--- src/design/adc_ctrl_defines.svh ---
`ifndef ADC_CTRL_DEFINES_SVH
`define ADC_CTRL_DEFINES_SVH

// Conversion time in ns and oscillator cycles
`define CONV_TIME_NS 880
`define CLK_PERIOD_NS 100
// Longest time rounds down
`define CONV_CYCLES ((`CONV_TIME_NS) / (`CLK_PERIOD_NS))
// Wake-up times in us
`define WAKE_PARTIAL_US 20
`define WAKE_FULL_US 500
`define WAKE_PARTIAL_CYCLES ((`WAKE_PARTIAL_US * 1000) / (`CLK_PERIOD_NS))
`define WAKE_FULL_CYCLES ((`WAKE_FULL_US * 1000) / (`CLK_PERIOD_NS))
`define RESULT_WIDTH 12
`define RESULT_RESET 12'h000
`define CNT_WIDTH 16

`endif

--- src/design/adc_ctrl_pkg.sv ---
package adc_ctrl_pkg;
  typedef enum logic [2:0] {
    ST_TRACK = 3'b000,
    ST_CONVERT = 3'b001,
    ST_SLEEP = 3'b010,
    ST_WAKE = 3'b011
  } conv_state_t;
endpackage

--- src/design/parallel_adc_conversion_control.sv ---
`include "adc_ctrl_defines.svh"
`timescale 1ns/1ps
`default_nettype none

module parallel_adc_conversion_control #(
  parameter int unsigned WAKE_PARTIAL_CYCLES = `WAKE_PARTIAL_CYCLES,
  parameter int unsigned WAKE_FULL_CYCLES = `WAKE_FULL_CYCLES
) (
  input wire logic sys_clk_in,
  input wire logic sys_rst_in,
  input wire logic conversion_start_n_in,
  input wire logic chip_select_n_in,
  input wire logic read_n_in,
  input wire logic sleep_type_select_in,
  input wire logic [`RESULT_WIDTH-1:0] sample_data_in,
  output logic [`RESULT_WIDTH-1:0] result_bus_out,
  output logic [`RESULT_WIDTH-1:0] result_bus_oe_n_out,
  output logic busy_out,
  output logic hold_out,
  output logic asleep_out,
  output logic full_sleep_out,
  output var adc_ctrl_pkg::conv_state_t state_out
);
  import adc_ctrl_pkg::*;

  // ****************************************
  // Timing constants
  // ****************************************
  // Last count of a conversion; the oscillator count is fixed
  localparam logic [`CNT_WIDTH-1:0] CONV_LAST = `CNT_WIDTH'(`CONV_CYCLES - 1);

  // Result capture point, one cycle ahead of the last count
  localparam logic [`CNT_WIDTH-1:0] LOAD_POINT = `CNT_WIDTH'(`CONV_CYCLES - 2);

  // Last count of each wake-up settling time
  localparam logic [`CNT_WIDTH-1:0] WAKE_PARTIAL_LAST = `CNT_WIDTH'(WAKE_PARTIAL_CYCLES - 1);
  localparam logic [`CNT_WIDTH-1:0] WAKE_FULL_LAST = `CNT_WIDTH'(WAKE_FULL_CYCLES - 1);

  // ****************************************
  // Helper functions
  // ****************************************
  // Settling length depends on the sleep type latched at entry
  function automatic logic [`CNT_WIDTH-1:0] wake_last(input logic full_sel);
    if (full_sel) begin
      return WAKE_FULL_LAST;
    end
    return WAKE_PARTIAL_LAST;
  endfunction

  function automatic logic [`CNT_WIDTH-1:0] count_up(input logic [`CNT_WIDTH-1:0] value);
    return value + `CNT_WIDTH'(1);
  endfunction

  // A start is honoured while tracking or while settling after wake-up
  function automatic logic start_allowed(input conv_state_t state);
    return (state == ST_TRACK) || (state == ST_WAKE);
  endfunction

  // ****************************************
  // Internal signals
  // ****************************************
  conv_state_t state_reg;
  logic start_n_d_reg;
  logic [`CNT_WIDTH-1:0] cnt_reg;
  logic [`RESULT_WIDTH-1:0] result_reg;
  logic full_sel_reg;
  logic start_fall;
  logic start_rise;
  logic start_accept;
  logic conv_done;
  logic wake_done;
  logic sleep_request;
  logic read_en;

  // ****************************************
  // Start strobe edge detection
  // ****************************************
  // Resets to the idle high level so leaving reset with the strobe high never looks like a rising edge
  always_ff @(posedge sys_clk_in) begin
    if (sys_rst_in) begin
      start_n_d_reg <= 1'b1;
    end else begin
      start_n_d_reg <= conversion_start_n_in;
    end
  end

  assign start_fall = start_n_d_reg & ~conversion_start_n_in;
  assign start_rise = ~start_n_d_reg & conversion_start_n_in;

  // Falls during a conversion or in sleep are ignored
  assign start_accept = start_fall && start_allowed(state_reg);

  // ****************************************
  // Sequencing decodes
  // ****************************************
  // Fixed oscillator count; no clock comes from outside
  assign conv_done = (state_reg == ST_CONVERT) && (cnt_reg == CONV_LAST);

  // Strobe still low at the end of a conversion asks for sleep
  assign sleep_request = conv_done && !conversion_start_n_in;

  // Settling only; a start during wake-up wins but may sample inaccurately
  assign wake_done = (state_reg == ST_WAKE) && !start_fall
    && (cnt_reg >= wake_last(full_sel_reg));

  // ****************************************
  // Conversion and sleep state
  // ****************************************
  always_ff @(posedge sys_clk_in) begin
    if (sys_rst_in) begin
      state_reg <= ST_TRACK;
    end else begin
      unique case (state_reg)
        ST_TRACK: begin
          if (start_accept) begin
            state_reg <= ST_CONVERT;
          end
        end
        ST_CONVERT: begin
          if (sleep_request) begin
            state_reg <= ST_SLEEP;
          end else if (conv_done) begin
            state_reg <= ST_TRACK;
          end
        end
        ST_SLEEP: begin
          if (start_rise) begin
            state_reg <= ST_WAKE;
          end
        end
        ST_WAKE: begin
          if (start_accept) begin
            state_reg <= ST_CONVERT;
          end else if (wake_done) begin
            state_reg <= ST_TRACK;
          end
        end
        default: begin
          state_reg <= ST_TRACK;
        end
      endcase
    end
  end

  // ****************************************
  // Cycle counter
  // ****************************************
  // One counter serves conversion and wake-up; the two never overlap
  always_ff @(posedge sys_clk_in) begin
    if (sys_rst_in) begin
      cnt_reg <= '0;
    end else if (start_accept || conv_done || wake_done) begin
      cnt_reg <= '0;
    end else if (state_reg == ST_CONVERT || state_reg == ST_WAKE) begin
      cnt_reg <= count_up(cnt_reg);
    end
  end

  // ****************************************
  // Sleep type latch
  // ****************************************
  // The strap is read once at sleep entry, so a late change cannot alter a sleep in progress
  always_ff @(posedge sys_clk_in) begin
    if (sys_rst_in) begin
      full_sel_reg <= 1'b0;
    end else if (sleep_request) begin
      full_sel_reg <= sleep_type_select_in;
    end
  end

  // ****************************************
  // Output register
  // ****************************************
  // Loaded one cycle before busy falls, so a read after busy sees the new sample
  always_ff @(posedge sys_clk_in) begin
    if (sys_rst_in) begin
      result_reg <= `RESULT_RESET;
    end else if (state_reg == ST_CONVERT && cnt_reg == LOAD_POINT) begin
      result_reg <= sample_data_in;
    end
  end

  // ****************************************
  // Track/hold control
  // ****************************************
  // Track returns with the last conversion cycle, just ahead of busy
  always_ff @(posedge sys_clk_in) begin
    if (sys_rst_in) begin
      hold_out <= 1'b0;
    end else begin
      hold_out <= start_accept || (state_reg == ST_CONVERT && cnt_reg < LOAD_POINT);
    end
  end

  // ****************************************
  // Read port
  // ****************************************
  // Select and read pass one AND gate, so either may assert last
  assign read_en = ~chip_select_n_in & ~read_n_in;

  assign result_bus_out = result_reg;
  assign result_bus_oe_n_out = {`RESULT_WIDTH{~read_en}};

  // ****************************************
  // Status outputs
  // ****************************************
  assign busy_out = (state_reg == ST_CONVERT);
  assign asleep_out = (state_reg == ST_SLEEP);
  assign full_sleep_out = (state_reg == ST_SLEEP) && full_sel_reg;
  assign state_out = state_reg;
endmodule

`default_nettype wire

--- config.mk ---
export PLATFORM = sky130hd
export DESIGN_NAME = parallel_adc_conversion_control
export DESIGN_NICKNAME = d
export VERILOG_FILES = /design/src/design/adc_ctrl_pkg.sv /design/src/design/parallel_adc_conversion_control.sv
export VERILOG_INCLUDE_DIRS = /design/src /design/src/design
export SDC_FILE = /design/constraint.sdc
export NUM_CORES = 1
export LEC_CHECK = 0
export BUFFER_PORTS_ARGS = -buffer_cell sky130_fd_sc_hd__buf_4
export CAP_MARGIN = 5
export CORE_MARGIN = 2
export CORE_UTILIZATION = 29
export DETAILED_ROUTE_END_ITERATION = 8
export GPL_TIMING_DRIVEN = 0
export MAX_ROUTING_LAYER = met4
export SYNTH_ARGS = -nofsm -noshare
export SYNTH_HDL_FRONTEND = slang
export SYNTH_SLANG_ARGS = --single-unit
--- constraint.sdc ---
create_clock -name sys_clk_in -period 5.48 [get_ports sys_clk_in]
set_clock_uncertainty 0.05 [all_clocks]
set_input_delay 0.548 -clock sys_clk_in [delete_from_list [all_inputs] [get_ports sys_clk_in]]
set_output_delay 0.548 -clock sys_clk_in [all_outputs]
set_load 0.01 [all_outputs]
## After elaboration in Yosys (flattened, before gate mapping)

Cells that the tools add are included.

| storage, ports and cells | value |
|---|---|
| logic and storage cells | 54 |
| register bits after elaboration | 34 |
| input bits | 18 |
| output and inout bits | 31 |

| cells by class | value |
|---|---|
| add/subtract/negate cells | 1 |
| bitwise logic cells | 8 |
| muxes and demuxes | 10 |
| magnitude comparators | 2 |
| reductions and logical operators | 18 |
| equality and inequality tests | 9 |

Operator list:

| kind | number |
|---|---|
| equality test 16 x 3 -> 1 bit, second input constant | 2 |
| 2-to-1 mux 16 bit | 2 |
| 2-to-1 mux 3 bit | 6 |
| adder 16 x 1 -> 16 bit, second input constant | 1 |
| greater-or-equal comparator 16 bit | 1 |
| < comparator 16 x 3 -> 1 bit, second input constant | 1 |
| case mux 3 bit (4 select lines) | 1 |
| logical AND 1 bit | 8 |
| equality test 3 x 2 -> 1 bit, second input constant | 2 |
| logical OR 1 bit | 5 |
| NOT 1 bit | 5 |
| AND reduction 4 bit | 1 |
| AND 1 bit | 3 |
| equality test 3 x 1 -> 1 bit, second input constant | 1 |
| zero test 3 bit | 1 |
| inequality test 3 x 1 -> 1 bit, second input constant | 1 |
| inequality test 3 bit, second input constant | 1 |
| zero test 1 bit | 2 |
| inequality test 2 x 1 -> 1 bit, second input constant | 1 |
| inequality test 2 bit, second input constant | 1 |
| OR reduction 2 bit | 1 |
| 2-to-1 mux 1 bit | 1 |

## Logic depth before layout (Yosys ltp)

| logic depth | value |
|---|---|
| depth after elaboration | 8 |
| depth in mapped cells | 8 |
| gate-level depth less buffers | 7 |

## Worst setup path before layout

No wires, ideal clock.

| timing path | value |
|---|---|
| path kind | register to register |
| from | register state_reg[1], in the netlist state_out[1] |
| to | register cnt_reg[14] |
| path buffers | 1 |
| path slack | 3.300 ns |
| stages on the path, launching flop included | 9 |
| data arrival time | 2.015 ns |
| cells stage by stage | dfxtp_1 -> inv_1 -> ha_1 -> clkbuf_1 -> o211a_1 -> or4b_2 -> nor2_1 -> xnor2_1 -> nor2_1 |

| between the ends | value |
|---|---|
| elaborated cells between the ends (all ways) | 12 |
| those cells by class | 2 x eq/ne; 10 x reduce/logical |

RTL lines:

| what | line | RTL |
|---|---|---|
| from (decl) | parallel_adc_conversion_control.sv:62 | `conv_state_t state_reg;` |
| from (signal assigned) | parallel_adc_conversion_control.sv:111 | `state_reg <= ST_TRACK;` |
| from (signal assigned) | parallel_adc_conversion_control.sv:116 | `state_reg <= ST_CONVERT;` |
| from (signal assigned) | parallel_adc_conversion_control.sv:121 | `state_reg <= ST_SLEEP;` |
| equality test 3 x 1 -> 1 bit * | -- |  |
| net busy_out | parallel_adc_conversion_control.sv:18 | `output logic busy_out,` |
| logical AND 1 bit | parallel_adc_conversion_control.sv:97 | `assign conv_done = (state_reg == ST_CONVERT) && (cnt_reg == CONV_LAST);` |
| logical OR 1 bit (2 in a row) | parallel_adc_conversion_control.sv:152 | `end else if (start_accept \|\| conv_done \|\| wake_done) begin` |
| OR reduction 2 bit (no source line) | -- |  |
| to (signal assigned) | parallel_adc_conversion_control.sv:155 | `cnt_reg <= count_up(cnt_reg);` |
| to (decl) | parallel_adc_conversion_control.sv:64 | `` logic [`CNT_WIDTH-1:0] cnt_reg; `` |

The timed path passes the listed nets; every way through them passes the cells marked *.
A chain may end at the register's enable or synchronous reset.

## Final worst setup path

| timing path | value |
|---|---|
| from | register full_sel_reg |
| to | register cnt_reg[14] |

| between the ends | value |
|---|---|
| word-level cells in the longest chain between the ends | 6 |

RTL lines:

| what | line | RTL |
|---|---|---|
| from (decl) | parallel_adc_conversion_control.sv:66 | `logic full_sel_reg;` |
| from (signal assigned) | parallel_adc_conversion_control.sv:167 | `full_sel_reg <= sleep_type_select_in;` |
| 2-to-1 mux 1 bit | parallel_adc_conversion_control.sv:44 | `if (full_sel) begin` |
| 2-to-1 mux 16 bit | parallel_adc_conversion_control.sv:47 | `return WAKE_PARTIAL_LAST;` |
| greater-or-equal comparator 16 bit | parallel_adc_conversion_control.sv:104 | `&& (cnt_reg >= wake_last(full_sel_reg));` |
| logical AND 1 bit | parallel_adc_conversion_control.sv:104 |  |
| logical OR 1 bit | parallel_adc_conversion_control.sv:152 |  |
| OR reduction 2 bit (no source line) | -- |  |

No other way between the ends.

==> qor.yml <==
tightestPinTransition_ns: 0.5785
cts_root_buf: "clkbuf_8"
ff2ff_setup_slack_ns: 3.03
hp-start: "result_bus_out[7]$_SDFFE_PP0P_"
dieWidth_um: 81.25
fin_ws_ns: 3.027
final_common_cell: "buf_4"
grt_pass1_wl_mm: 5.913
min_period_ns: 2.453
cts_tree: "done"
grt_pass1_vias: 1286
min_to: "result_bus_out[7]$_SDFFE_PP0P_"
fp-row-count: 28
ys_types: 41
crit_required_ns: 5.65
wl_mm: 3.649
fin_cells: 336
die_area_sq_um: 6601
cp-end-kind: "flop"
drive_above_1_share_pct: 29.50
vias_per_cell: 4.378
clock_sinks: 33
max_stage_delay_ns: 0.41
cts_hold_buf: 0
hold_ws_ns: 0.4021
place_hpwl_mm: 2.822
syn_avg_cell_area_sq_um: 8.400
fin_tns_setup_ns: 0
drtIter0Drc: 37
rsz0062_at_grt: "no"
ys_async_sr_fraction_pct: 0
start_kind: "flop"
ant_nets: 0
ys_ff_latch: 33
finalHoldViolCount: 0
r2r-start: "full_sel_reg$_SDFFE_PP0P_"
io_buffers: 47
ys.flop_type: "dfxtp_1"
cp-startpoint: "full_sel_reg$_SDFFE_PP0P_"
worstPathCellList: "inv_1 -> ha_1 -> a2111o_1 -> a211o_1 -> a21oi_1 -> o221ai_2 -> buf_4 -> nor2_1"
hold_class: "reg2reg"
r2r-end: "cnt_reg[14]$_SDFFE_PP0P_"
antenna_found_initial: 0
fin_crit_sh_pct: 44.77
fmax_mhz: 407.6
initial_core_util_pct: 29.58
hold_depth: 2
syn-num-nets: 234
slew_headroom_pct: 61.07
area_growth_pct: 30.44
ys_seq_area_share_pct: 38.18
layout.nets: 288
numCtsBuffers: 5
syn_area_sq_um: 1730
postSynthCellCount: 206
critPathArrivalTime_ns: 2.63
grt_overflow_total: 0
cts_resized: 0
drt_first_pass_iters: 4
routabilityCongestion: 0.8185
drc: 0
dpl_worst_slack_ns: 3.041
io_pins: 49
power_density_nw_per_um2: 236.8
cts-htree-levels: 2
status: "complete, no violations"
path_clk_slew_ns: 0.07
register_area_sq_um: 660.6
utilization_pct: 38.58
die_h_um: 81.25
maxCapViolations: 0
grt_max_degree: 13
maxSlewViolCount: 0
cp_max_fo: 10
track_usage_pct: 11.81
synth-edff-count: 0
setup_viol: 0
clk_latency_ns: 0.28
final_cell_mix: "61 x buf_4, 36 x nand2_1, 33 x dfxtp_1"
post_drt_wl_per_cell_um: 10.86
fill_cells: 599
clk_path_buf_depth: 2
vdd_drop_max_v: 0.0001396
ys.warnings.count: 0
worstSetupPathType: "reg2reg"
antenna_cells: 0
via_count: 1471
dp_cells: 328
slowest_stage: "a2111o_1"
p_leak_nw: 0.9491
multi_input_area_sq_um: 922.1
postCtsSetupRepairBufs: 0
core_area_sq_um: 5851
largest_reg_flops: 16
reg2reg_depth: 8
[worst max-delay path, delay by kind of cell (launching register included)]
| kind | cells | cell delay, ns |
|---|---|---|
| simple gates | 1 | 0.10 |
| fa+ha+maj | 1 | 0.30 |
| flops | 1 | 0.38 |
| compound gates | 4 | 1.22 |
| buf+inv | 2 | 0.33 |
[cells by family after synthesis]
group                    after synthesis  share of synthesized area [%]
XOR/XNOR                              15                          7.592
adder cells (fa/ha/maj)               10                          7.231
flip-flops                            33                          38.18
buffers and inverters                 25                          8.532
AO/OA/AOI/OAI                         27                          10.70
AND/OR/NAND/NOR                       92                          25.74
other                                  1                         0.2167
multiplexers                           3                          1.808
[layer usage]
layer	part of all wire [%]	vias up	global-route usage (%)	wire length [um]
met4	1.3	0	4.068	49
met1	50	640	15.81	1814
li1	-	791	-	-
met3	5.9	6	3.667	214
met5	0	-	-	0
met2	43	34	16.78	1571
[cell usage after synthesis, types with 2 or more instances]
library cell | instances | area [sq um]
a21oi_1 | 16 | 80.08
nand2_1 | 36 | 135.1
xnor2_1 | 7 | 61.31
inv_1 | 6 | 22.52
nor2_1 | 28 | 105.1
dfxtp_1 | 33 | 660.6
nor4_1 | 3 | 18.77
and2_1 | 2 | 12.51
nor3_1 | 3 | 15.01
nand2b_1 | 2 | 12.51
xor2_1 | 8 | 70.07
nand4_1 | 3 | 18.77
buf_4 | 14 | 105.1
mux2i_1 | 2 | 20.02
clkbuf_1 | 4 | 15.01
ha_1 | 10 | 125.1
nand3_1 | 3 | 15.01
or2_2 | 3 | 18.77
[report_power, final]
| group | switching [W] | total, W | internal, W |
|---|---|---|---|
| combinational | 0.0000550 | 0.000108 | 0.0000529 |
| clock | 0.0000831 | 0.000173 | 0.0000901 |
| sequential | 0.00000586 | 0.000253 | 0.000247 |
[worst max-delay path by stage]
stage	endpoint
final	cnt_reg[14]$_SDFFE_PP0P_
after global routing	cnt_reg[15]$_SDFFE_PP0P_
after CTS	cnt_reg[15]$_SDFFE_PP0P_
after detailed placement	cnt_reg[15]$_SDFFE_PP0P_
after global placement	cnt_reg[10]$_SDFFE_PP0P_
after floorplan	cnt_reg[14]$_SDFFE_PP0P_
[stage by stage]
| step | cell area, sq um | power, W |
|---|---|---|
| after CTS | 2257 | 0.0005414 |
| after detailed placement | 2177 | 0.0003670 |
| after global routing | 2257 | 0.0005651 |
| final | 2257 | 0.0005344 |
| after floorplan | 1730 | 0.0003273 |
| after global placement | 2177 | 0.0003665 |
[area by class of cell]
class / count / area share (%)
Multi-Input combinational cell: 148 / 40.85
Sequential cell: 33 / 29.27
Timing Repair Buffer: 47 / 15.63
Buffer: 19 / 5.543
Tap cell: 75 / 4.157
Clock buffer: 8 / 3.548
Inverter: 6 / 0.9978
No activity file was read; power rests on OpenSTA's default activity.
